### src/timer_three_pkg.sv
// shared constants and types for the timer three capture and split control
package timer_three_pkg;
  // ==========================================
  // special function register addresses
  localparam logic [7:0] ADDR_CONTROL = 8'h91; // control and flags
  localparam logic [7:0] ADDR_RELOAD_LOW = 8'h92; // reload or captured low byte
  localparam logic [7:0] ADDR_RELOAD_HIGH = 8'h93; // reload or captured high byte
  localparam logic [7:0] ADDR_COUNT_LOW = 8'h94; // counter low byte
  localparam logic [7:0] ADDR_COUNT_HIGH = 8'h95; // counter high byte
  // ==========================================
  // control register fields
  localparam int BIT_HIGH_FLAG = 7; // high overflow flag
  localparam int BIT_LOW_FLAG = 6; // low overflow flag
  localparam int BIT_LOW_IRQ_EN = 5; // low byte interrupt enable
  localparam int BIT_CAPTURE_EN = 4; // capture enable
  localparam int BIT_SPLIT = 3; // split select
  localparam int BIT_RUN = 2; // run control
  localparam int BIT_CAP_SOURCE = 1; // capture source select
  localparam int BIT_EXT_CLOCK = 0; // external clock select
  // ==========================================
  // reset values
  localparam logic [7:0] RESET_CONTROL = 8'h00; // control reset
  localparam logic [7:0] RESET_BYTE = 8'h00; // data byte reset
  localparam logic [7:0] BYTE_MAX = 8'hFF; // byte wrap point
  // ==========================================
  // timing counts
  localparam logic [3:0] SYS_DIVIDE = 4'hC; // system clock prescale
  localparam logic [2:0] EXT_DIVIDE = 3'h7; // external clock divide by eight, last count
  // event input indices
  localparam int EVT_SOF = 0; // start of frame pulse
  localparam int EVT_LOW_OSC = 1; // low frequency oscillator
  localparam int EVT_EXT_CLK = 2; // external oscillator
  localparam int EVT_COUNT = 3; // number of event inputs
  // ==========================================
  // register access request carried as one bundle
  typedef struct packed
  {
    logic [7:0] addr; // register address
    logic [7:0] wdata; // write data
    logic write; // write strobe, one cycle
  } sfr_req_t;
endpackage
### src/event_sync.sv
// two flop synchroniser with rising edge detect for each event input
`timescale 1ns/1ps
module event_sync #(
  parameter int WIDTH = 3 // number of inputs
) (
  input wire logic clock, // system clock
  input wire logic rst, // synchronous reset, active high
  input wire logic [WIDTH-1:0] async_in, // raw inputs from other domains
  output logic [WIDTH-1:0] rise // one cycle pulse per rising edge
);
  // refuse a width the generate loop cannot serve, at elaboration
  if (WIDTH < 1)
  begin : g_bad_width
    $error("event_sync width must be at least one");
  end
  // ==========================================
  // per input synchroniser
  genvar i;
  generate
    for (i = 0; i < WIDTH; i++)
    begin : g_sync
      logic meta; // first stage, read only by stage two
      logic stable; // second stage
      logic last; // previous stable level
      // sample through two stages then remember level
      always_ff @(posedge clock)
      begin
        if (rst)
        begin
          meta <= 1'b0;
          stable <= 1'b0;
          last <= 1'b0;
        end
        else
        begin
          meta <= async_in[i];
          stable <= meta;
          last <= stable;
        end
      end
      assign rise[i] = stable & ~last; // edge from synchronised stages only
    end
  endgenerate
endmodule

### src/timer_three_capture.sv
// timer three counter, split and capture control with its registers
//
// Contract
// - split bit makes two 8-bit counters
// - in split, each byte counts and wraps independently
// - capture copies both counter bytes to reloads
// - capture raises interrupt only when enabled
// - full wrap sets high flag, requests interrupt
// - low flag interrupts when low enable set
// - run bit gates high byte only in split
`timescale 1ns/1ps
module timer_three_capture
  import timer_three_pkg::*;
(
  input wire logic clock, // system clock, 200 MHz
  input wire logic rst, // synchronous reset, active high
  input wire timer_three_pkg::sfr_req_t req, // register access bundle
  input wire logic irq_enable, // timer interrupts enabled by core
  input wire logic high_sysclk_sel, // high byte runs on system clock
  input wire logic low_sysclk_sel, // low byte runs on system clock
  input wire logic sof_pulse, // frame start event pin
  input wire logic low_freq_osc, // low frequency oscillator pin
  input wire logic ext_osc, // external oscillator pin
  output logic [7:0] rd_data, // registered read data at req.addr
  output logic timer_irq // interrupt request level
);
  import timer_three_pkg::*;
  // ==========================================
  // state
  logic [7:0] control; // control register
  logic [7:0] counter_low_byte; // low counter
  logic [7:0] counter_high_byte; // high counter
  logic [7:0] reload_low_byte; // low reload or capture
  logic [7:0] reload_high_byte; // high reload or capture
  logic [3:0] prescale; // system clock divider
  logic [2:0] ext_count; // external clock divider
  logic [EVT_COUNT-1:0] rise; // synchronised event edges
  // ==========================================
  // event edges
  event_sync #(.WIDTH(EVT_COUNT)) u_sync (
    .clock(clock),
    .rst(rst),
    .async_in({ext_osc, low_freq_osc, sof_pulse}),
    .rise(rise)
  );
  // ==========================================
  // decode of fields and ticks
  wire high_overflow_flag = control[BIT_HIGH_FLAG]; // high flag
  wire low_overflow_flag = control[BIT_LOW_FLAG]; // low flag
  wire low_byte_irq_enable = control[BIT_LOW_IRQ_EN]; // low irq enable
  wire capture_enable = control[BIT_CAPTURE_EN]; // capture mode
  wire split_select = control[BIT_SPLIT]; // split mode
  wire run_control = control[BIT_RUN]; // run bit
  wire capture_source_select = control[BIT_CAP_SOURCE]; // capture source
  wire ext_clock_select = control[BIT_EXT_CLOCK]; // external clock choice
  wire div12_tick = (prescale == SYS_DIVIDE - 4'h1); // system clock over twelve
  wire ext8_tick = rise[EVT_EXT_CLK] && (ext_count == EXT_DIVIDE); // external over eight
  wire slow_tick = ext_clock_select ? ext8_tick : div12_tick; // shared slow clock
  wire low_tick = low_sysclk_sel | slow_tick; // low byte clock
  wire high_tick = high_sysclk_sel | slow_tick; // high byte clock
  // in split mode low always runs, high follows run bit
  wire low_inc = split_select ? low_tick : (run_control & low_tick);
  wire low_wrap = low_inc && (counter_low_byte == BYTE_MAX);
  // split decouples the high byte from the low byte carry
  wire high_inc = split_select ? (run_control & high_tick) : low_wrap;
  wire high_wrap = high_inc && (counter_high_byte == BYTE_MAX);
  // source select picks the capture trigger
  wire cap_event = capture_source_select ? rise[EVT_LOW_OSC] : rise[EVT_SOF];
  wire capture = capture_enable & cap_event; // accepted capture
  wire reload_on_wrap = ~capture_enable; // auto reload outside capture
  wire wr_ctl = req.write && (req.addr == ADDR_CONTROL); // control write
  wire wr_rll = req.write && (req.addr == ADDR_RELOAD_LOW); // reload low write
  wire wr_rlh = req.write && (req.addr == ADDR_RELOAD_HIGH); // reload high write
  wire wr_cl = req.write && (req.addr == ADDR_COUNT_LOW); // counter low write
  wire wr_ch = req.write && (req.addr == ADDR_COUNT_HIGH); // counter high write
  // ==========================================
  // next values
  logic [7:0] next_control; // control with flag sets
  logic [7:0] next_low; // next low counter
  logic [7:0] next_high; // next high counter
  logic [7:0] next_rd; // read mux
  logic next_irq; // interrupt request
  // flags: software write, hardware set wins over clear
  always_comb
  begin
    next_control = wr_ctl ? req.wdata : control;
    if (low_wrap)
    begin
      next_control[BIT_LOW_FLAG] = 1'b1;
    end
    if (high_wrap)
    begin
      next_control[BIT_HIGH_FLAG] = 1'b1;
    end
  end
  // counters: software write first, then counting and reload
  always_comb
  begin
    next_low = counter_low_byte;
    next_high = counter_high_byte;
    if (wr_cl)
    begin
      next_low = req.wdata;
    end
    else if (low_wrap && reload_on_wrap && split_select)
    begin
      next_low = reload_low_byte; // split auto reload
    end
    else if (low_inc)
    begin
      next_low = counter_low_byte + 8'h01;
    end
    if (wr_ch)
    begin
      next_high = req.wdata;
    end
    else if (high_wrap && reload_on_wrap)
    begin
      next_high = reload_high_byte; // auto reload high
      if (!split_select && !wr_cl)
      begin
        next_low = reload_low_byte; // 16-bit reload
      end
    end
    else if (high_inc)
    begin
      next_high = counter_high_byte + 8'h01;
    end
  end
  // read selection
  always_comb
  begin
    case (req.addr)
      ADDR_CONTROL: next_rd = control;
      ADDR_RELOAD_LOW: next_rd = reload_low_byte;
      ADDR_RELOAD_HIGH: next_rd = reload_high_byte;
      ADDR_COUNT_LOW: next_rd = counter_low_byte;
      ADDR_COUNT_HIGH: next_rd = counter_high_byte;
      default: next_rd = 8'h00; // unmapped reads zero
    endcase
  end
  // flags and capture drive the request when enabled
  assign next_irq = irq_enable & (next_control[BIT_HIGH_FLAG]
                    | (next_control[BIT_LOW_FLAG] & next_control[BIT_LOW_IRQ_EN])
                    | capture);
  // ==========================================
  // registers and dividers
  always_ff @(posedge clock)
  begin
    if (rst)
    begin
      control <= RESET_CONTROL;
      counter_low_byte <= RESET_BYTE;
      counter_high_byte <= RESET_BYTE;
      prescale <= 4'h0;
      ext_count <= 3'h0;
      timer_irq <= 1'b0;
      rd_data <= 8'h00;
    end
    else
    begin
      control <= next_control;
      counter_low_byte <= next_low;
      counter_high_byte <= next_high;
      prescale <= div12_tick ? 4'h0 : prescale + 4'h1;
      ext_count <= rise[EVT_EXT_CLK] ? ext_count + 3'h1 : ext_count;
      timer_irq <= next_irq;
      rd_data <= next_rd;
    end
  end
  // reload bytes: capture wins over a software write in the same cycle
  always_ff @(posedge clock)
  begin
    if (rst)
    begin
      reload_low_byte <= RESET_BYTE;
      reload_high_byte <= RESET_BYTE;
    end
    else if (capture)
    begin
      reload_low_byte <= counter_low_byte;
      reload_high_byte <= counter_high_byte;
    end
    else
    begin
      reload_low_byte <= wr_rll ? req.wdata : reload_low_byte;
      reload_high_byte <= wr_rlh ? req.wdata : reload_high_byte;
    end
  end
endmodule

### config.mk
export PLATFORM = sky130hd
export DESIGN_NAME = timer_three_capture
export DESIGN_NICKNAME = d
export VERILOG_FILES = /design/src/timer_three_pkg.sv /design/src/event_sync.sv /design/src/timer_three_capture.sv
export SDC_FILE = /design/constraint.sdc
export NUM_CORES = 1
export LEC_CHECK = 0
export ABC_AREA = 1
export BUFFER_PORTS_ARGS = -buffer_cell sky130_fd_sc_hd__buf_2
export CORE_UTILIZATION = 47
export DETAILED_ROUTE_END_ITERATION = 8
export PLACE_DENSITY = 0.66
export SLEW_MARGIN = 10
export SYNTH_ARGS = -nofsm -noshare
export SYNTH_HDL_FRONTEND = slang
export SYNTH_SLANG_ARGS = --single-unit
### constraint.sdc
create_clock -name clock -period 1.8 [get_ports clock]
set_input_delay 0.36 -clock clock [delete_from_list [all_inputs] [get_ports clock]]
set_output_delay 0.36 -clock clock [all_outputs]
set_load 0.01 [all_outputs]
==> out/qor.yml, run 1 <==
vias: 3673
cts_buffer_depth: 2
final_nets: 624
h-tree-depth: 3
finalClockSkew_ns: 0.00666
core-area_mm2: 0.00733
grt_pass1_wl_mm: 16.5
power_mw: 2.72
layout_min_cycle_time_ns: 1.76
die_w_um: 89.7
drt_iter0_markers: 343
die_h_um: 89.7
ys_seq_area_share_pct: 36.0
cp.required_ns: 2.08
io_pins: 34
worst_slew_pin_slew_ns: 0.632
wl_per_cell_um: 14.8
start_util_pct: 49.4
p_clk_share_pct: 39.8
p_leak_nw: 1.82
peakVddDrop_mv: 0.518
cts_hold_buf: 0
insertedDiodeCount: 0
fillCellCount: 689
report.final.setup_viol: 0
synth.distinct_cells: 41
ys_warn_count: 0
wl_mm: 10.3
firstDrtPassIters: 5
cts_tree: "yes"
sw_frac_of_total_pct: 24.9
hpwlAfterDp_mm: 7.72
end_kind: "flip-flop"
fin_hold_ws_ns: 0.217
p_int_mw: 2.04
fin_tns_setup_ns: 0
slew_headroom_pct: 57.8
grt.total_usage_pct: 25.8
hold_viol_final: 0
syn_inst: 529
rsz0062_at_grt: "true"
synth_area_mm2: 0.00362
synthToLayoutAreaGrowth_pct: 22.9
seqPwrFrac_pct: 54.1
antenna_found_initial: 0
clock.fmax_mhz: 570
ys_ff_latch: 65
postSynthAreaPerCell_um2: 6.84
async_flop_share_pct: 0
setup.worst_path.class: "flip-flop to flip-flop"
cp-start-kind: "flip-flop"
cp_max_fo: 8
viasPerCell: 5.27
clkTransAtPathRegs_ns: 0.07
switchingPower_uw: 676
grt_max_degree: 45
finalCritPeriodShare_pct: 97.5
synthesis.nets: 559
cap_viol_max_count: 0
outcome: "finished clean"
combinationalPowerShare_pct: 6.1
arrival_ns: 2.03
drc_errors: 0
min_path_type: "primary input to flip-flop"
insertion_delay_ns: 0.34
io_buffers: 33
drv_slew: 0
synth_ff_type: "dfxtp_1"
clock_sinks: 65
globalRouteOverflowTotal: 0
grt_pass1_vias: 3420
drive_gt1_share_pct: 24.4
ant_nets: 0
die_area_mm2: 0.00805
rows: 31
numCtsBuffers: 9
p_per_area_mw_per_mm2: 611
synth_edf_count: 0
place_congestion: 0.984
root_buffer: "clkbuf_8"
==> Yosys cell counts (5+ instances only) <==
master / count / share of area (%)
nor2_1: 84 / 8.7
inv_2: 12 / 1.2
ha_1: 5 / 1.7
o21ai_0: 22 / 3.0
o22ai_1: 15 / 2.6
o21ai_1: 21 / 2.9
a21oi_2: 7 / 1.7
a211oi_1: 8 / 1.7
nand4_1: 13 / 2.2
nand3_1: 32 / 4.4
clkbuf_1: 6 / 0.62
nand2_1: 93 / 9.6
a21oi_1: 32 / 4.4
inv_1: 69 / 7.2
xor2_1: 7 / 1.7
dfxtp_1: 65 / 36
==> state kept, by name, indices dropped and copies added, names as in the netlist <==
name and cells:
ext_count 3, reload_low_byte 8, counter_low_byte 8, u_sync.g_sync.meta 3, u_sync.g_sync.stable 3, timer_irq 1
u_sync.g_sync.last 3, counter_high_byte 8, reload_high_byte 8, rd_data 8, prescale 4, control 8
==> cell families (layout without fill, tap and decap cells) <==
| kind of cell | count (synthesis) | after routing | share of synthesized area, % |
|---|---|---|---|
| AO/OA/AOI/OAI | 108 | 108 | 16.9 |
| flip-flops | 65 | 65 | 36.0 |
| adder cells (fa/ha/maj) | 5 | 5 | 1.73 |
| buffers and inverters | 96 | 165 | 10.6 |
| XOR/XNOR | 9 | 9 | 2.18 |
| AND/OR/NAND/NOR | 246 | 246 | 32.6 |
==> routing by layer <==
metal / GRT usage, % / share of wire, %
met1: 34.6 / 45
met2: 41.8 / 46
met3: 3.38 / 5.6
met4: 10.9 / 2.6
met5: 0 / 0
==> metrics by stage <==
stage	utilization (%)	instances	setup WS, ns	cell area [um^2]
floorplan	-	529	0.114	3620
global placement	55.8	679	-0.0202	4090
detailed placement	55.8	679	-0.0730	4090
CTS	58.8	695	0.00301	4310
global route	60.6	697	-0.117	4450
finish	60.6	697	0.0446	4450
==> power groups by stage <==
stage                     registers, mW  logic [mW]  clock network [mW]
final                              1.47       0.167                1.08
after global routing               1.47       0.185                1.16
after CTS                          1.47       0.160                1.10
after detailed placement           1.50       0.157                   0
after global placement             1.50       0.154                   0
after floorplan                    1.50      0.0854                   0
==> what timing repair did <==
| action | in CTS | in global routing |
|---|---|---|
| pin swaps | 9 | 32 |
| setup buffers | 1 | 2 |
| endpoints found under the setup margin | 14 | 18 |
| gates resized for setup | 11 | 37 |
==> cell type report <==
cell class	instances	area [um^2]	share of cell area (%)
Clock buffer	12	145	3.26
Clock inverter	3	17.5	0.394
Inverter	83	324	7.29
Multi-Input combinational cell	368	2070	46.7
Sequential cell	65	1310	29.4
Tap cell	99	124	2.79
Timing Repair Buffer	67	453	10.2
==> critical path, stage by stage (launching register included) <==
cell	delay, ns
dfxtp_2	0.34
ha_4	0.16
ha_4	0.14
nand4_1	0.10
nand3_2	0.14
nand4_4	0.12
nand2_4	0.08
buf_12	0.14
nor2_4	0.19
nand2_1	0.08
nand2_1	0.08
inv_2	0.04
a21oi_2	0.10
==> placed cells by master, fill, tap and decap left out, types with 13 or more instances in the layout <==
| master | n |
|---|---|
| o21ai_1 | 28 |
| buf_4 | 30 |
| dfxtp_1 | 60 |
| inv_1 | 68 |
| nand2_1 | 88 |
| buf_2 | 33 |
| o21ai_0 | 15 |
| o22ai_1 | 15 |
| nor2_1 | 83 |
| a21oi_1 | 32 |
| nand4_1 | 13 |
| nand3_1 | 27 |
==> path summary, 6_finish.rpt <==
path,to,cells after the start,slack (ns),from
worst min register to register,u_sync.g_sync[2].stable,2,0.40,u_sync.g_sync[2].meta
worst max register to register,counter_high_byte[6],12,0.04,ext_count[0]
worst min-delay path,u_sync.g_sync[0].meta,3,0.22,sof_pulse
worst max-delay path,counter_high_byte[6],12,0.04,ext_count[0]
Note: power is estimated with default switching activity, not from simulation.
==> run 2: changes to the inputs <==
--- a/config.mk
+++ b/config.mk
@@ -10,6 +10,7 @@
 export CORE_UTILIZATION = 47
 export DETAILED_ROUTE_END_ITERATION = 8
 export PLACE_DENSITY = 0.66
+export REMOVE_ABC_BUFFERS = 1
 export SLEW_MARGIN = 10
 export SYNTH_ARGS = -nofsm -noshare
 export SYNTH_HDL_FRONTEND = slang
==> run 2 against run 1 <==
Against the previous run: the run now ends with negative setup slack left; sequential share of layout area is 0.060 points lower; register-to-register slack worse by 0.08 ns; clock skew is 0.0033 ns higher; critical path depth is 1 lower; via count is 0.27% lower; count of clock-buffer cells in the layout is 1 lower; core utilization is 0.051 points lower; cell area hardly changed; sequential cell count stayed put; non-clock buffer count is 1 lower; fmax is 4.4% lower; setup slack worse by 0.081 ns; critical path type unchanged; largest power group unchanged; highest routed layer unchanged.
==> out/qor.yml, run 2 (synthesized netlist as in run 1, its figures left out) <==
outcome: "complete, but fails checks"
violations: "negative setup slack"
rsz0062_at_grt: "true"
start_util_pct: 49.4  # unchanged
p_clk_share_pct: 46.3  # +6.5 points
fin_area_mm2: 0.00444  # about the same
cp_max_fo: 8  # unchanged
r2r_setup_slack_ns: -0.04  # -0.08 ns
insertion_delay_ns: 0.35  # about the same
grt_max_degree: 45  # unchanged
wl_met1_mm: 4.62  # -1.7%
wl_per_cell_um: 14.5  # -2.0%
cts_buffer_depth: 2  # unchanged
die_area_mm2: 0.00805  # unchanged
report.final.setup_viol: 10  # +10
layout_min_cycle_time_ns: 1.84  # +0.0814 ns
holdPathEnd: "u_sync.g_sync[1].meta"
arrival_ns: 2.11  # +0.08 ns
hpwlAfterDp_mm: 7.51  # -2.8%
clkTransAtPathRegs_ns: 0.08  # about the same
route.met3.wl_um: 453  # -22%
r2r_end: "counter_high_byte[3]"
slew_headroom_pct: 60.9  # +3.1 points
min-delay-start: "low_freq_osc"
hold_viol_final: 0  # unchanged
rr_worst_depth: 11  # -1
cts_tree: "yes"
seqPwrFrac_pct: 48.3  # -5.8 points
fin_ws_ns: -0.0368  # -0.0814 ns
cap_viol_max_count: 0  # unchanged
sw_frac_of_total_pct: 23.3  # -1.6 points
clock.fmax_mhz: 544  # -4.4%
die_h_um: 89.7  # unchanged
p_leak_nw: 1.83  # +0.79%
switchingPower_uw: 707  # +4.6%
grt.total_usage_pct: 25.5  # -0.30 points
h-tree-depth: 3  # unchanged
grt_pass1_wl_mm: 16.4  # -0.79%
fin_hold_ws_ns: 0.215  # -0.00179 ns
place_congestion: 0.925  # -6.0%
rr_startpoint: "ext_count[0]"
p_int_mw: 2.33  # +14%
drive_gt1_share_pct: 23.1  # -1.3 points
top_layer: "met4"
dp_cells: 678  # -0.15%
cp.required_ns: 2.08  # about the same
worst_slew_pin_slew_ns: 0.586  # -0.0461 ns
combinationalPowerShare_pct: 5.4  # -0.7 points
firstDrtPassIters: 5  # unchanged
core-area_mm2: 0.00733  # unchanged
cts_hold_buf: 0  # unchanged
end_kind: "flip-flop"
min_path_type: "primary input to flip-flop"
globalRouteOverflowTotal: 0  # unchanged
route.met2.wl_mm: 4.99  # +4.3%
finalCritPeriodShare_pct: 102  # +4.5 points
grt_pass1_vias: 3491  # +2.1%
insertedDiodeCount: 0  # unchanged
ant_nets: 0  # unchanged
wl_mm: 10.1  # -2.0%
vias: 3663  # -0.27%
final_nets: 623  # -0.16%
io_buffers: 33  # unchanged
setup.worst_path.class: "flip-flop to flip-flop"
viasPerCell: 5.26  # -0.27%
fin_cells: 697  # unchanged
numCtsBuffers: 9  # unchanged
rows: 31  # unchanged
final_common_cell: "nand2_1"
drt_iter0_markers: 274  # -20%
die_w_um: 89.7  # unchanged
hold_path_depth: 3  # unchanged
root_buffer: "clkbuf_8"
drv_slew: 0  # unchanged
placed_area_mm2: 0.00409  # -0.18%
synthToLayoutAreaGrowth_pct: 22.8  # about the same
drc_errors: 0  # unchanged
finalClockSkew_ns: 0.00996  # +0.00330 ns
peakVddDrop_mv: 0.476  # -8.0%
final_cell_mix: "nand2_1, nor2_1, inv_1, dfxtp_1, buf_2"
fin_tns_setup_ns: -0.132  # -0.132 ns
antenna_found_initial: 0  # unchanged
cp-start-kind: "flip-flop"
p_per_area_mw_per_mm2: 684  # +12%
io_pins: 34  # unchanged
clock_sinks: 65  # unchanged
run 2: cell count changes in the layout (fill, tap and decap cells not counted), moves of 2 or more:
cell       before  now
nand2_1        88   90
dfxtp_2         5    2
ha_2            3    0
o21ai_0        15   20
ha_1            0    3
bufinv_16       0    2
dfxtp_1        60   63
o21ai_1        28   23
run 2: timing repair:
action,4_1_cts,5_1_grt
hold endpoints to repair,0,0
setup endpoints to repair,18,24
setup buffers,1,2
pin swaps,1,9
gates resized for setup,4,22
run 2: final cells by class:
cell class	instances	area, um^2
Inverter	83	317
Sequential cell	65	1300
Multi-Input combinational cell	368	2030
Timing Repair Buffer	66	445
Clock buffer	11	141
Fill cell	699	2890
Clock inverter	5	78.8
Tap cell	99	124
run 2: power groups by stage:
stage          registers (mW)  logic, mW  clock network (mW)
3_3_place_gp             1.50      0.153                   0
4_1_cts                  1.47      0.158                1.42
3_5_place_dp             1.50      0.157                   0
5_1_grt                  1.47      0.182                1.48
6_report                 1.47      0.164                1.41
2_1_floorplan            1.50     0.0707                   0
run 2: how the worst max path moves through the flow:
stage	startpoint	end	slack [ns]	cells past startpoint
after global placement	ext_count[0]	counter_high_byte[0]	-0.05	12
after detailed placement	ext_count[0]	counter_high_byte[1]	-0.12	12
after global routing	counter_high_byte[0]	counter_high_byte[3]	-0.16	10
after CTS	ext_count[0]	counter_high_byte[1]	-0.01	12
after floorplan	counter_high_byte[0]	counter_low_byte[1]	-0.04	8
final	ext_count[0]	counter_high_byte[3]	-0.04	11
run 2: layer usage:
layer | track usage (%) | up-vias
met5 | 0 | -
met4 | 6.56 | 0
met3 | 4.91 | 7
met2 | 45.2 | 103
met1 | 31.7 | 1700
li1 | - | 1853
run 2: critical path, stage by stage, from the launching register on:
cell and delay, ns:
dfxtp_2 0.35, ha_4 0.14, ha_4 0.12, nand4_1 0.15
nand3b_1 0.17, nand3_2 0.11, nand2_4 0.14, buf_6 0.13
nand3_4 0.12, nand2_2 0.12, nand3_2 0.07, a21oi_2 0.13
run 2: stage by stage:
stage          utilization (%)  power (mW)  setup WS, ns
6_report                  60.6        3.04       -0.0368
3_5_place_dp              55.7        1.66        -0.118
2_1_floorplan                -        1.57       -0.0389
3_3_place_gp              55.7        1.65       -0.0510
5_1_grt                   60.6        3.13        -0.156
4_1_cts                   59.1        3.04       -0.0112
==> run 3: changes to the inputs <==
--- a/config.mk
+++ b/config.mk
@@ -7,6 +7,8 @@
 export LEC_CHECK = 0
 export ABC_AREA = 1
 export BUFFER_PORTS_ARGS = -buffer_cell sky130_fd_sc_hd__buf_2
+export CORE_ASPECT_RATIO = 0.5
+export CORE_MARGIN = 2
 export CORE_UTILIZATION = 47
 export DETAILED_ROUTE_END_ITERATION = 8
 export PLACE_DENSITY = 0.66
==> run 3 against run 2 <==
Against the previous run: the flow still finishes with violations (negative setup slack); via count is 2.5% higher; setup slack lost 0.060 ns; fmax fell by 3.2%; cell count increased by 0.86%; power increased by 22%; sequential share of layout area down 2.0 points; combinational power rose by 8%; first-iteration DRC count grew 24%; register-to-register slack worse by 0.06 ns; cell area grew 7.3%; critical endpoint is now counter_high_byte[2]; largest cell class unchanged.
==> out/qor.yml, run 3 (synthesized netlist as in run 1, its figures left out) <==
outcome: "complete, but fails checks"
violations: "negative setup slack"
die_area_mm2: 0.00846  # +5.0%
die_w_um: 128  # +43%
fillCellCount: 677  # -3.1%
p_leak_nw: 1.99  # +8.4%
crit_buf_inv: 1  # unchanged
cp.required_ns: 2.07  # about the same
hold_path_depth: 3  # unchanged
fin_ws_ns: -0.0968  # -0.0600 ns
core-area_mm2: 0.00740  # +1.0%
crit_family: "simple AND/OR/NAND/NOR gates"
antenna_found_initial: 0  # unchanged
path_depth: 11  # unchanged
cp-start-kind: "flip-flop"
grt_pass1_vias: 3557  # +1.9%
cts_buffer_depth: 2  # unchanged
end_kind: "flip-flop"
grt_pass1_wl_mm: 17.0  # +3.5%
insertion_delay_ns: 0.34  # about the same
io_buffers: 33  # unchanged
wl_per_cell_um: 14.9  # +2.6%
sw_frac_of_total_pct: 21.6  # -1.7 points
p_clk_share_pct: 55.7  # +9.4 points
cp_slowest_stage_delay_ns: 0.35  # about the same
rsz0062_at_grt: "true"
switchingPower_uw: 803  # +14%
drt_iter0_markers: 341  # +24%
fin_cells: 703  # +0.86%
die_h_um: 66.0  # -26%
clock.fmax_mhz: 527  # -3.2%
finalCritPeriodShare_pct: 105  # +3.3 points
min_path_type: "primary input to flip-flop"
synthToLayoutAreaGrowth_pct: 31.7
globalRouteOverflowTotal: 0  # unchanged
final_cell_mix: "nand2_1, nor2_1, inv_1, dfxtp_1, buf_4"
combinationalPowerShare_pct: 4.7  # -0.7 points
cp_max_fo: 8  # unchanged
hpwlAfterDp_mm: 7.59  # +1.1%
rr_worst_depth: 11  # unchanged
final_common_cell: "nand2_1"
seqPwrFrac_pct: 39.6  # -8.7 points
cap_viol_max_count: 0  # unchanged
post-route-util_pct: 64.4  # +3.8 points
drc_errors: 0  # unchanged
numCtsBuffers: 9  # unchanged
worst_slew_pin_slew_ns: 0.532  # -0.0545 ns
viasPerCell: 5.34  # +1.6%
cts_hold_buf: 0  # unchanged
insertedDiodeCount: 0  # unchanged
slew_headroom_pct: 64.6  # +3.7 points
place_congestion: 0.917  # -0.95%
firstDrtPassIters: 6  # +1
vias: 3753  # +2.5%
setup.worst_path.class: "flip-flop to flip-flop"
drv_slew: 0  # unchanged
layout_min_cycle_time_ns: 1.90  # +0.0600 ns
wl_mm: 10.5  # +3.5%
clock_sinks: 65  # unchanged
ant_nets: 0  # unchanged
hold_viol_final: 0  # unchanged
h-tree-depth: 3  # unchanged
arrival_ns: 2.17  # +0.06 ns
cp_slowest_cell: "dfxtp_2"
root_buffer: "clkbuf_16"
grt_max_degree: 45  # unchanged
rows: 22  # -29%
final_nets: 632  # +1.4%
dp_cells: 685  # +1.0%
peakVddDrop_mv: 0.508  # +6.7%
p_int_mw: 2.92  # +25%
drive_gt1_share_pct: 27.8  # +4.8 points
grt.total_usage_pct: 26.3  # +0.76 points
p_per_area_mw_per_mm2: 780  # +14%
crit_chain: "ha_4 > ha_4 > nand4_1 > nand3b_1 > nand3_2 > nand2_4 > buf_6 > nand3_4 > nand2_2 > nand3_2 > a21oi_2"
clkTransAtPathRegs_ns: 0.06  # -0.02 ns
place_ws_ns: -0.118  # +0.000335 ns
finalClockSkew_ns: 0.00511  # -0.00485 ns
start_util_pct: 48.9  # -0.49 points
io_pins: 34  # unchanged
report.final.setup_viol: 16  # +6
cts_tree: "yes"
run 3: routing by layer:
layer,vias to the layer above,track usage [%],wire length (um)
li1,1874,-,-
met1,1719,36.1,5050
met2,144,40.7,4400
met3,16,6.31,892
met4,0,9.20,137
met5,-,0,0
run 3: worst paths after layout:
kind	start	endpoint	slack, ns
worst min register to register	u_sync.g_sync[0].meta	u_sync.g_sync[0].stable	0.40
worst min-delay path	ext_osc	u_sync.g_sync[2].meta	0.22
worst max-delay path	ext_count[1]	counter_high_byte[2]	-0.1
worst max register to register	ext_count[1]	counter_high_byte[2]	-0.1
run 3: area by class of cell:
| class | instances | area [um^2] | share of cell area, % |
|---|---|---|---|
| flip-flops and latches | 65 | 1300 | 27.3 |
| multi-input cells | 368 | 2130 | 44.6 |
| inverters | 83 | 322 | 6.75 |
| clock buffers | 10 | 239 | 5.01 |
| clock inverters | 6 | 114 | 2.39 |
| repair buffers | 75 | 542 | 11.4 |
| well taps | 96 | 120 | 2.52 |
run 3: power by group through the flow:
| stage | clock, mW | sequential, mW | combinational (mW) |
|---|---|---|---|
| 2_1_floorplan | 0 | 1.50 | 0.0707 |
| 3_3_place_gp | 0 | 1.50 | 0.161 |
| 3_5_place_dp | 0 | 1.50 | 0.163 |
| 4_1_cts | 2.10 | 1.47 | 0.166 |
| 5_1_grt | 2.16 | 1.47 | 0.195 |
| 6_report | 2.07 | 1.47 | 0.177 |
run 3: worst reg2reg max path, delay by kind of cell, from the launching register on:
kind / cells / cell delay [ns]
compound gates: 1 / 0.15
fa+ha+maj: 2 / 0.25
buf+inv: 1 / 0.12
flops: 1 / 0.35
simple gates: 7 / 0.95
run 3: repair_timing:
item / in CTS / in global routing
gates cloned: 0 / 1
buffers inserted: 1 / 0
setup endpoints to repair: 16 / 27
pin swaps: 6 / 16
gates resized for setup: 13 / 48
run 3: through the flow:
| step | cell area, um^2 | power [mW] | hold slack (ns) | TNS (ns) |
|---|---|---|---|---|
| floorplan | 3550 | 1.57 | 0.388 | -0.244 |
| global placement | 4160 | 1.66 | 0.389 | -0.457 |
| detailed placement | 4160 | 1.66 | 0.398 | -1.12 |
| CTS | 4570 | 3.73 | 0.213 | -0.0153 |
| global route | 4770 | 3.83 | 0.232 | -2.73 |
| finish | 4770 | 3.72 | 0.215 | -0.861 |
